--- config.mk ---
export PLATFORM = sky130hd
export DESIGN_NAME = oie_bank
export DESIGN_NICKNAME = d
export VERILOG_FILES = /design/src/verilog/oie_pkg.sv /design/src/verilog/oie_bank.sv /design/src/verilog/oie_en_cell.sv
export VERILOG_INCLUDE_DIRS = /design/src /design/src/verilog
export SDC_FILE = /design/constraint.sdc
export NUM_CORES = 1
export LEC_CHECK = 0
export BUFFER_PORTS_ARGS = -buffer_cell sky130_fd_sc_hd__buf_2
export CORE_MARGIN = 3
export CORE_UTILIZATION = 37
export CTS_CLUSTER_SIZE = 25
export DETAILED_ROUTE_END_ITERATION = 10
export PLACE_DENSITY = 0.75
export SYNTH_ARGS = -nofsm -noshare
export SYNTH_HDL_FRONTEND = slang
export SYNTH_HIERARCHICAL = 1
export SYNTH_SLANG_ARGS = --single-unit
--- constraint.sdc ---
create_clock -name clk_i -period 0.8 [get_ports clk_i]
set_input_delay 0.12 -clock clk_i [delete_from_list [all_inputs] [get_ports clk_i]]
set_output_delay 0.12 -clock clk_i [all_outputs]
set_load 0.01 [all_outputs]
--- src/verilog/oie_cfg.svh ---
// oie_cfg.svh - bit positions, reset values and masks of the oscillator
// interrupt enable bank.
// assumes: included by bare name by the package, the bank module and the bench.
`ifndef OIE_CFG_SVH
`define OIE_CFG_SVH

// ****************************************************************
// bit positions of the enable bits
// ****************************************************************
`define OIE_BIT_LOCK_COARSE  7
`define OIE_BIT_LOCK_FINE    6
`define OIE_BIT_OUT_OF_BNDS  5
`define OIE_BIT_LOOP_READY   4
`define OIE_BIT_OSC_8MHZ     3
`define OIE_BIT_OSC_INT32K   2
`define OIE_BIT_XTAL_32K     1

// ****************************************************************
// widths, reset value and implemented-bit mask
// ****************************************************************
`define OIE_WIDTH            8
`define OIE_RESET_VAL        8'h00
`define OIE_IMPL_MASK        8'hFE

`endif

--- src/verilog/oie_pkg.sv ---
// oie_pkg.sv - types shared by the oscillator interrupt enable bank.
// assumes: oie_cfg.svh is on the include path.
`include "oie_cfg.svh"

package oie_pkg;

    // ****************************************************************
    // types
    // ****************************************************************
    typedef logic [`OIE_WIDTH-1:0] oie_vec_t;   // one bit per interrupt source

endpackage : oie_pkg
--- src/verilog/oie_bank.sv ---
// oie_bank.sv - interrupt enable bank for the clock-source status flags of
// the oscillator and frequency-locked-loop controller.
// assumes: single bus clock; write strobes, data and status flags come from
// logic on that clock; reset arrives asynchronously and is released here.
//
// Operation
// - writing zero to any enable-set bit leaves that enable unchanged
// - writing one to lock-coarse bit sets the lock-coarse enable
// - bit 6 sets lock-fine enable; enabled flag raises interrupt request
// - bit 5 sets out-of-bounds enable; enabled flag raises interrupt request
// - bit 4 sets loop-ready enable; enabled flag raises interrupt request
// - bit 3 sets 8 MHz oscillator ready enable; enabled flag requests interrupt
// - bit 2 sets internal 32k ready enable; enabled flag requests interrupt
// - bit 1 sets external 32k crystal ready enable; enabled flag requests interrupt
// - reading an enable bit returns one when enabled, zero when disabled
`timescale 1ns/1ps
`include "oie_cfg.svh"

module oie_bank (
    input  wire logic              clk_i,       // bus clock, 100 MHz
    input  wire logic              rst_b_i,     // asynchronous reset, active low
    input  wire logic              set_wr_i,    // write strobe of the enable-set word
    input  wire oie_pkg::oie_vec_t set_data_i,  // enable-set data, ones set
    input  wire logic              clr_wr_i,    // write strobe of the enable-clear word
    input  wire oie_pkg::oie_vec_t clr_data_i,  // enable-clear data, ones clear
    input  wire oie_pkg::oie_vec_t flag_i,      // status flags of the sources
    output oie_pkg::oie_vec_t      int_en_o,    // enable readback
    output logic                   int_req_o    // interrupt request
);
    import oie_pkg::*;

    // ****************************************************************
    // reset release
    // ****************************************************************
    logic rst_meta_reg;
    logic rst_sync_reg;

    // two-stage release of the asynchronous reset
    always_ff @(posedge clk_i or negedge rst_b_i) begin
        if (!rst_b_i) begin
            rst_meta_reg <= 1'b0;
            rst_sync_reg <= 1'b0;
        end else begin
            rst_meta_reg <= 1'b1;
            rst_sync_reg <= rst_meta_reg;
        end
    end

    // ****************************************************************
    // strobe decode
    // ****************************************************************
    oie_vec_t set_vec;
    oie_vec_t clr_vec;
    oie_vec_t en_vec;
    oie_vec_t hit_vec;
    logic     req_next;
    logic     req_reg;

    // only ones written to implemented bits act; a zero, or any value on the
    // reserved bit 0, leaves the matching enable alone
    assign set_vec = set_wr_i ? (set_data_i & `OIE_IMPL_MASK) : `OIE_RESET_VAL;
    assign clr_vec = clr_wr_i ? (clr_data_i & `OIE_IMPL_MASK) : `OIE_RESET_VAL;

    // ****************************************************************
    // enable cells
    // ****************************************************************
    // one cell per implemented bit; reserved bit 0 reads zero
    assign en_vec[0]  = 1'b0;
    assign hit_vec[0] = 1'b0;
    for (genvar g = 1; g < `OIE_WIDTH; g++) begin : g_cell
        oie_en_cell u_cell (
            .clk_i   (clk_i),
            .rst_b_i (rst_sync_reg),
            .set_i   (set_vec[g]),
            .clr_i   (clr_vec[g]),
            .flag_i  (flag_i[g]),
            .en_o    (en_vec[g]),
            .hit_o   (hit_vec[g])
        );
    end

    // ****************************************************************
    // interrupt request and readback
    // ****************************************************************
    // any enabled flag requests an interrupt; the request is registered so the
    // output comes from a flip-flop, which costs one cycle of latency but keeps
    // glitches of the flag logic off the interrupt line
    assign req_next = |hit_vec;

    // request register
    always_ff @(posedge clk_i or negedge rst_sync_reg) begin
        if (!rst_sync_reg) begin
            req_reg <= 1'b0;
        end else begin
            req_reg <= req_next;
        end
    end

    assign int_req_o = req_reg;
    assign int_en_o  = en_vec;
endmodule : oie_bank

--- src/verilog/oie_en_cell.sv ---
// oie_en_cell.sv - one interrupt enable bit with set and clear strobes and
// its gated request term.
// assumes: clock and reset already synchronised by the caller; strobes and
// flag come from logic on the same clock.
`timescale 1ns/1ps

module oie_en_cell (
    input  wire logic clk_i,     // bus clock
    input  wire logic rst_b_i,   // synchronised reset, active low
    input  wire logic set_i,     // write-one-to-set strobe for this bit
    input  wire logic clr_i,     // write-one-to-clear strobe for this bit
    input  wire logic flag_i,    // status flag of this source
    output logic      en_o,      // enable state, from a flip-flop
    output logic      hit_o      // flag gated by enable
);

    logic en_reg;
    logic en_next;

    // set wins over a clear in the same cycle; no strobe holds the bit
    assign en_next = set_i ? 1'b1 : (clr_i ? 1'b0 : en_reg);

    // enable storage
    always_ff @(posedge clk_i or negedge rst_b_i) begin
        if (!rst_b_i) begin
            en_reg <= 1'b0;
        end else begin
            en_reg <= en_next;
        end
    end

    assign en_o  = en_reg;
    assign hit_o = en_reg & flag_i;

endmodule : oie_en_cell

Yosys cells after proc, flatten, opt, wreduce, memory -nomap -nowiden
Index checks and enable logic that the tools add are counted.
{"block": "op_classes", "muxes": 16, "bitwise": 7, "n_reduce_logical": 8}
{"op": "$mux W8", "n": 2}
{"op": "$mux W1", "n": 14}
{"op": "$reduce_bool A2 Y1", "n": 7}
{"op": "$and A1 B1 Y1", "n": 7}
{"op": "$reduce_or A7 Y1", "n": 1}
{"block": "totals", "ff_bits": 10}

Longest topological paths before layout
Gate-level depths: netlist (run 1).
{"block": "logic_depth", "depth_word": 3, "mapped_depth": 3, "ltp_nobuf": 3}

Modules after synthesis
Netlist (run 1), hierarchy kept.
{"module": "oie_en_cell", "seq_area_each_um2": 25.0, "n_inst": 7, "cells_each": 4, "area_per_inst_um2": 42.5}
{"module": "oie_bank", "seq_area_each_um2": 75.1, "n_inst": 1, "cells_each": 23, "area_per_inst_um2": 192.7}

Worst setup path before layout (run 1)
No wires, ideal clock.
{"block": "synth_timing", "path_kind": "reg-to-reg", "from": "reg g_cell[3].u_cell.en_reg", "to": "reg req_reg, in the netlist int_req_o", "required_time_ns": 0.671, "setup_ns": 0.129, "slack_ns": -0.197, "arrival_time_ns": 0.868, "path_buffers": 0, "stages_incl_launch_ff": 4, "period_less_slack_ns": 0.997, "cell_sequence": "dfrtp_1 > and2_1 > nor4_1 > nand2_1"}
{"block": "synth_via", "elab_chain_len": 2}
{"element": "start, declared", "line": "oie_en_cell.sv:17", "source": "logic en_reg;"}
{"element": "start signal, assigned", "line": "oie_en_cell.sv:28", "source": "en_reg <= en_next;"}
{"element": "$and A1 B1 Y1", "line": "oie_en_cell.sv:33", "source": "assign hit_o = en_reg & flag_i;"}
{"element": "net hit_vec[3]", "line": "oie_bank.sv:55", "source": "oie_vec_t hit_vec;"}
{"element": "$reduce_or A7 Y1", "line": "oie_bank.sv:88", "source": "assign req_next = |hit_vec;"}
{"element": "net req_next", "line": "oie_bank.sv:56", "source": "logic req_next;"}
{"element": "end signal, assigned", "line": "oie_bank.sv:95", "source": "req_reg <= req_next;"}
{"element": "end, declared", "line": "oie_bank.sv:57", "source": "logic req_reg;"}
The timed path passes the listed nets, and every way through them passes these cells.
A chain may end at the register's enable or synchronous reset.

Worst setup path in the final report (run 1)
{"block": "layout_timing", "from": "reg g_cell[6].u_cell.en_reg", "to": "out int_en_o[6]"}
{"element": "start, declared", "line": "oie_en_cell.sv:17"}
{"element": "start signal, assigned", "line": "oie_en_cell.sv:28"}
{"element": "end, declared", "line": "oie_bank.sv:27", "source": "output oie_pkg::oie_vec_t int_en_o,"}
No word-level cell between the ends.

==> metrics.md, run 1 <==
| Metric | Value |
|---|---|
| Via density | 4.282 |
| Mux cell area share after synthesis | 0% |
| Final setup viols | 12 |
| Syn Nets | 79 |
| First-pass DRT Iterations | 4 |
| Buffers & Inverters on Critical Path | 2 |
| Skew-Pair Late Insertion Delay | about 0.26 ns |
| RSZ-0062 raised after global routing | true |
| Area grow syn2layout | 71.68% |
| GRT Overall Usage | between 15 and 20% |
| Crit path max-delay family | flip-flops |
| Leakage Power | between 0.4 and 0.5 nW |
| FF-to-FF path depth | 3 |
| Sink Count | 10 |
| Cell Chain, Critical Path | buf_6 > buf_6 |
| Worst Clk Skew | 0.001258 ns |
| Maximum VDD drop | 1.200 mV |
| Clock Path Buffers | 2 |
| Die X-Extent | 42.41 um |
| YS warnings | 6 |
| Maxcap violations | 0 |
| Min Hold Slack | 0.1369 ns |
| Worst setup margin | -0.2098 ns |
| PwrDens | 1717 mW/mm^2 |
| Reg-to-reg critical path endpoint | int_req_o |
| Die area | 0.001799 mm^2 |
| Pins Over Slew Limit | 0 |
| Worst r2r src | g_cell[3].u_cell/en_o |
| Critical path class | reg -> out |
| Synth Area in Compound Gates | 10.71% |
| Cts bufs inserted | 3 |
| Grt total ovfl | 0 |
| Post-placement cell count | 102 |
| Final core utilization | 71.90% |
| Req. time, crit path | 0.68 ns |
| Adder-cell share of the synthesized area | 0% |
| I/O Buffers | 32 |
| Worst path slowest cell | dfrtp_1 |
| TritonCTS clock tree | done |
| Routed wire per std cell | 11.49 um |
| H-tree levels | 1 |
| Maximum clock rate | slightly below 1 GHz |
| Reg2reg setup slack | -0.16 ns |
| #FFs+latches synth | 10 |
| Final worst-path cycle share | 126.2% |
| CTS Root Cell | clkbuf_4 |
| Min Tclk post-route | 1.010 ns |
| Overall routed net length | 1.264 mm |
| Filler Cell Count | 100 |
| Core area | 0.001171 mm^2 |
| Antenna Nets Post-Route | 0 |
| ANT cells | 0 |
| Max reg flops | 7 |
| Commonest non-fill, non-tap cell in the layout | buf_2 |
| Crit path largest cell delay | 0.40 ns |
| Number of I/O pins | 37 |
| Setup_tns | -1.716 ns |
| Failing checks | negative setup slack |
| First-pass GRT wire length | around 2.1 mm |
| CP arrival | 0.89 ns |
| Sequential fraction of the synthesis area | 51.02% |
| Mapped Area | 490.5 um^2 |
| Synth unique cells | 9 |
| HP Class | reg -> async |
| Die H | between 40 and 50 um |
| Largest family of logic cells by synthesized area | simple AND/OR/NAND/NOR gates |
| Post-synthesis cell count | 51 |
| Cells taking the most area after synthesis | dfrtp_1 (51%), and2_1 (27%), a21o_1 (11%) |
| Via count | 471 |
| Syn avg cell area | 9.617 um^2 |
| Initial antenna violation count | 0 |
| Finished Layout Cells | 110 |
| Routability cong. | 0.7133 |
| Hold Vio Cnt, Final | 0 |
| Most frequent CP cell | buf_6 |
| Share of layout cells above drive strength 1 | 46.88% |
| CTS clock-pin slew for the worst setup and hold paths | about 0.070 ns |
| Startpoint types | register |
| Critical path capture point type | output pin |
| Core Rows | 12 |
| Xor and xnor area share after synthesis | 0% |
| Power, Total | 1.446 mW |
| Simple-gate area share of the yosys netlist | 29.85% |
| Synth area leader | dfrtp_1 |
| Critical path fanouts, max | 2 |
| Most frequent cells in the layout | buf_2 (26), and2_1 (21), buf_6 (14) |
| Status | complete, but fails checks |
| Initial core utilization | 41.88% |
| Dpl hpwl | around 900 um |
| DRC | 0 |
| Vias in the first global route | 496 |
| Synth top area share | between 50% and 60% |
| Initial DRC Count | 5 |
| Largest net degree at the start of global routing | 9 |
| Layout net count | 125 |
-- cells by family after synthesis --
| group | after synthesis |
|---|---|
| flops | 10 |
| compound gates | 7 |
| simple gates | 24 |
| buf+inv | 8 |
| other cells | 2 |
-- Yosys cell counts, drive strengths merged --
cell type / instances
and2: 21
dfrtp: 10
a21o: 7
inv: 7
conb: 2
buf: 1
nand2: 1
nor3: 1
nor4: 1
-- final cells by class --
cell class,instances,area (um^2),share of cell area [%]
sequential,10,250.2,29.72
inverter,7,26.28,3.120
multi-input combinational,33,206.4,24.52
clock buffer,4,36.28,4.309
timing repair buffer,42,305.3,36.26
tap,14,17.52,2.080
-- worst register-to-register path, stage by stage, from the launching register on --
cell and delay, ns:
dfrtp_1 0.38, and2_1 0.14, nor4_1 0.26, nand2_1 0.08
-- per-layer routing --
metal	track usage [%]	up-vias	routed length, um
met5	0	-	0
met4	5.590	0	0
met3	3.004	0	71
met2	27.96	18	660
met1	18.09	211	532
li1	-	242	-
-- per-stage QoR --
step                cell area (um^2)  setup slack (ns)
CTS                            827.0           -0.2038
global route                   842.1           -0.2458
global placement               705.7           -0.1404
finish                         842.1           -0.2098
floorplan                      490.5           -0.1780
detailed placement             705.7           -0.1591
-- worst max path at each step --
stage | cells after the start | to | start
2_1_floorplan | 3 | int_req_o | g_cell[7].u_cell/en_o
3_3_place_gp | 3 | int_req_o | g_cell[7].u_cell/en_o
3_5_place_dp | 3 | int_req_o | g_cell[7].u_cell/en_o
4_1_cts | 2 | int_en_o[2] | g_cell[2].u_cell/en_o
5_1_grt | 2 | int_en_o[6] | g_cell[6].u_cell/en_o
6_report | 2 | int_en_o[6] | g_cell[6].u_cell/en_o
-- where the power goes --
| group | switching [mW] | total [mW] | internal, mW | leakage (nW) |
|---|---|---|---|---|
| logic | 0.133 | 0.401 | 0.268 | 0.324 |
| registers | 0.0359 | 0.591 | 0.555 | 0.112 |
| clock network | 0.178 | 0.454 | 0.276 | 0.0210 |
| total | 0.347 | 1.45 | 1.10 | 0.457 |
-- what timing repair did --
item,CTS,global route
hold buffers,1,0
pin swaps,3,2
endpoints found under the setup margin,9,12
resized for setup,12,2
gates cloned,0,0
hold endpoints to repair,2,0
buffers inserted,2,1
Power figures use the tool's default switching activity.
==> run 2: changes to the inputs <==
--- a/config.mk
+++ b/config.mk
@@ -12,6 +12,7 @@
 export CTS_CLUSTER_SIZE = 25
 export DETAILED_ROUTE_END_ITERATION = 10
 export PLACE_DENSITY = 0.75
+export SKIP_CTS_REPAIR_TIMING = 1
 export SYNTH_ARGS = -nofsm -noshare
 export SYNTH_HDL_FRONTEND = slang
 export SYNTH_HIERARCHICAL = 1
==> metrics.md, run 2 (synthesis gave the netlist of run 1 again) <==
| Metric | Value |
|---|---|
| Clock Path Buffers | 2 |
| Finished Layout Cells | 110 |
| Grt total ovfl | 0 |
| Die X-Extent | between 40 and 50 um |
| Gr busiest metal | met2 |
| Skew-Pair Late Insertion Delay | 0.26 ns |
| Sink Count | 10 |
| Overall routed net length | roughly 1.3 mm |
| Largest net degree at the start of global routing | 9 |
| Maximum VDD drop | 1.171 mV |
| GR Util met2 | 22.80% |
| Dpl hpwl | around 900 um |
| Final core utilization | between 70 and 80% |
| Post-placement cell count | 102 |
| Final setup viols | 12 |
| Die area | 0.001799 mm^2 |
| CTS Root Cell | clkbuf_4 |
| First-pass DRT Iterations | 3 |
| Initial core utilization | a little over two fifths |
| Cell Chain, Critical Path | buf_6 > buf_6 |
| GRT Overall Usage | roughly 14% |
| Vias in the first global route | ~450 |
| RSZ-0062 raised after global routing | true |
| Via density | 4.327 |
| Failing checks | negative setup slack |
| Buffers & Inverters on Critical Path | 2 |
| I/O Buffers | 32 |
| Status | complete, but fails checks |
| Worst setup margin | -0.2215 ns |
| Most frequent cells in the layout | buf_2 (26), and2_1 (20), buf_6 (12) |
| Startpoint types | register |
| Initial DRC Count | 4 |
| Max reg flops | 7 |
| Cts bufs inserted | 3 |
| Maxcap violations | 0 |
| Pins Over Slew Limit | 0 |
| DRC | 0 |
| GRT met1 Usage | 17.02% |
| Req. time, crit path | 0.68 ns |
| Number of I/O pins | 37 |
| ANT cells | 0 |
| Critical path fanouts, max | 2 |
| PwrDens | 1723 mW/mm^2 |
| Power, Total | 1.442 mW |
| CTS clock-pin slew for the worst setup and hold paths | around 0.070 ns |
| Most frequent CP cell | buf_6 |
| Dpl ws | -0.1591 ns |
| Antenna Nets Post-Route | 0 |
| Maximum clock rate | 0.9790 GHz |
| HP Class | reg -> async |
| Via count | about 480 |
| Layout net count | 125 |
| Worst Clk Skew | ~0.0015 ns |
| Worst path slowest cell | dfrtp_1 |
| TritonCTS clock tree | done |
| Critical path class | reg -> out |
| Core area | between 0.001 and 0.0015 mm^2 |
| First-pass GRT wire length | roughly 1.9 mm |
| Critical path capture point type | output pin |
| Area grow syn2layout | 70.66% |
| Initial antenna violation count | 0 |
| Crit path max-delay family | flip-flops |
| CP arrival | 0.90 ns |
| Core Rows | 12 |
| H-tree levels | 1 |
| Die H | 42.41 um |
| Routed wire per std cell | approximately 11 um |
| Routability cong. | 0.7133 |
| Min Tclk post-route | 1.021 ns |
| Crit path largest cell delay | 0.40 ns |
| Grt met3 use | 3.004% |
| Hold Vio Cnt, Final | 0 |
| Commonest non-fill, non-tap cell in the layout | buf_2 |
| Share of layout cells above drive strength 1 | 47.92% |
| Leakage Power | 0.4560 nW |
| Final worst-path cycle share | 127.7% |
## run 2: metrics by stage
stage          setup TNS, ns  instance area, um^2  hold slack (ns)
4_1_cts               -1.708                742.0          -0.3766
6_report              -1.779                837.1           0.1354
2_1_floorplan        -0.1780                490.5          -0.1756
3_3_place_gp         -0.1404                705.7         -0.09283
5_1_grt               -2.220                837.1           0.1509
3_5_place_dp         -0.1591                705.7         -0.09251
## run 2: area by class of cell
class | instances | area, um^2
inverter | 7 | 26.28
sequential | 10 | 250.2
multi-input combinational | 33 | 209.0
fill | 103 | 334.1
clock buffer | 4 | 36.28
tap | 14 | 17.52
timing repair buffer | 42 | 297.8
## run 2: layer usage
layer,vias to the layer above,part of all wire (%)
li1,241,-
met1,217,41
met2,18,53
met3,0,5.7
met4,0,0
met5,-,0
## run 2: path summary, 6_finish.rpt
check,start,to,slack [ns],cells after the start
setup / recovery,g_cell[6].u_cell/en_o,int_en_o[6],-0.22,2
hold / removal,rst_sync_reg,g_cell[3].u_cell/en_o,0.14,0
setup reg to reg,g_cell[6].u_cell/en_o,int_req_o,-0.17,3
hold reg to reg,rst_sync_reg,g_cell[3].u_cell/en_o,0.14,0
max in group asynchronous,rst_sync_reg,g_cell[2].u_cell/en_o,0.42,0
min in group clk_i,set_data_i[4],g_cell[4].u_cell/en_o,0.15,3
## run 2: power breakdown
part,total (mW),switching [mW],internal [mW]
sequential,0.591,0.0360,0.555
clock,0.455,0.179,0.276
combinational,0.396,0.133,0.264
total,1.44,0.347,1.09
==> run 3: changes to the inputs <==
--- a/config.mk
+++ b/config.mk
@@ -13,6 +13,7 @@
 export DETAILED_ROUTE_END_ITERATION = 10
 export PLACE_DENSITY = 0.75
 export SKIP_CTS_REPAIR_TIMING = 1
+export SLEW_MARGIN = 10
 export SYNTH_ARGS = -nofsm -noshare
 export SYNTH_HDL_FRONTEND = slang
 export SYNTH_HIERARCHICAL = 1
==> constraint.sdc (replaced) <==
create_clock -name clk_i -period 1.1 [get_ports clk_i]
set_input_delay 0.165 -clock clk_i [delete_from_list [all_inputs] [get_ports clk_i]]
set_output_delay 0.165 -clock clk_i [all_outputs]
set_load 0.01 [all_outputs]
==> metrics.md, run 3 (synthesis gave the netlist of run 1 again) <==
| Metric | Value |
|---|---|
| Dpl hpwl | 861.9 um |
| Final worst-path cycle share | 90.99% |
| Critical path class | reg -> reg |
| Crit path largest cell delay | 0.39 ns |
| Maximum clock rate | roughly 1 GHz |
| Min Hold Slack | 0.1337 ns |
| Commonest non-fill, non-tap cell in the layout | buf_2 |
| Sink Count | 10 |
| Via count | 430 |
| First-pass DRT Iterations | 2 |
| Grt total ovfl | 0 |
| CTS Root Cell | clkbuf_4 |
| P_int | between 0.6 and 0.7 mW |
| CP arrival | 1.14 ns |
| Share of total power in sequential cells | 50.8% |
| Area grow syn2layout | 42.60% |
| Worst setup margin | 0.09908 ns |
| Number of I/O pins | 37 |
| Routed wire per std cell | 11.36 um |
| Initial DRC Count | 1 |
| Power, Total | 0.8482 mW |
| Vias in the first global route | around 420 |
| Critical path fanouts, max | 3 |
| Die X-Extent | 42.41 um |
| Setup_tns | 0 ns |
| Post-placement cell count | 96 |
| Antenna Nets Post-Route | 0 |
| Core area | 0.001171 mm^2 |
| Dpl ws | 0.08720 ns |
| Sw Ratio | around 25% |
| GRT Overall Usage | 14.97% |
| Switching power | between 0.2 and 0.25 mW |
| Startpoint types | register |
| CTS clock-pin slew for the worst setup and hold paths | 0.06 ns |
| Req. time, crit path | 1.24 ns |
| Worst r2r src | g_cell[7].u_cell/en_o |
| Clk network pwr share | between 20% and 30% |
| ANT cells | 0 |
| Post-DP Area | ~660 um^2 |
| Pins Over Slew Limit | 0 |
| Finished Layout Cells | 100 |
| Hold Vio Cnt, Final | 0 |
| Min Tclk post-route | around 1.0 ns |
| Crit path max-delay family | simple AND/OR/NAND/NOR gates |
| Worst path slowest cell | dfrtp_1 |
| Overall routed net length | 1.136 mm |
| Critical path capture point type | register |
| Worst Clk Skew | 0.001147 ns |
| TritonCTS clock tree | done |
| PwrDens | between 1000 and 1500 mW/mm^2 |
| Cts bufs inserted | 3 |
| RSZ-0062 raised after global routing | false |
| Initial core utilization | 41.88% |
| H-tree levels | 1 |
| Finished Cell Area | roughly 700 um^2 |
| I/O Buffers | 32 |
| Die area | 0.001799 mm^2 |
| First-pass GRT wire length | 1.897 mm |
| DRC | 0 |
| Setup crit start | g_cell[7].u_cell/en_o |
| Skew-Pair Late Insertion Delay | 0.26 ns |
| Routability cong. | 0.7160 |
| Clock Path Buffers | 2 |
| Die H | around 42 um |
| Final setup viols | 0 |
| Buffers & Inverters on Critical Path | 0 |
| Via density | 4.300 |
| Share of layout cells above drive strength 1 | 41.86% |
| Leakage Power | 0.3836 nW |
| Most frequent cells in the layout | buf_2 (32), and2_1 (21), dfrtp_1 (10) |
| Final core utilization | 59.72% |
| HP Class | reg -> async |
| Max reg flops | 7 |
| Largest net degree at the start of global routing | 9 |
| Core Rows | 12 |
| Status | completed |
| Initial antenna violation count | 0 |
| Maxcap violations | 0 |
| Cell Chain, Critical Path | and2_1 > nor4_2 > nand2_1 |
| Layout net count | 116 |
| Gate power share | 20.8% |
| Maximum VDD drop | 0.6159 mV |
## run 3: final timing paths
path	to	slack (ns)	depth (start not counted)
worst max-delay path	int_req_o	0.1	3
max in group asynchronous	g_cell[5].u_cell/en_o	0.72	0
min in group clk_i	g_cell[4].u_cell/en_o	0.19	3
worst min-delay path	g_cell[7].u_cell/en_o	0.13	0
worst min register to register	g_cell[7].u_cell/en_o	0.13	0
worst max register to register	int_req_o	0.1	3
## run 3: power groups by stage
stage	Sequential (mW)	Combinational (mW)	Clock (mW)
after CTS	0.432	0.174	0.267
final	0.431	0.177	0.241
after floorplan	0.451	0.0707	0
after detailed placement	0.438	0.172	0
after global placement	0.435	0.169	0
after global routing	0.438	0.200	0.285
## run 3: final cells by class
type	count	area, um^2
Multi-Input combinational cell	33	212.7
Sequential cell	10	250.2
Clock buffer	3	22.52
Fill cell	116	471.7
Tap cell	14	17.52
Inverter	7	26.28
Timing Repair Buffer	33	170.2
## run 3: layer usage
metal / global-route usage (%) / vias to the layer above / share of wire, %
li1: - / 224 / -
met1: 16.49 / 188 / 40
met2: 22.19 / 18 / 50
met3: 8.155 / 0 / 9.3
met4: 9.317 / 0 / 0
met5: 0 / - / 0
## run 3: worst register-to-register path: cells and delay by family (launching register included)
| kind | cells | cell delay (ns) |
|---|---|---|
| simple gates | 3 | 0.50 |
| flops | 1 | 0.39 |
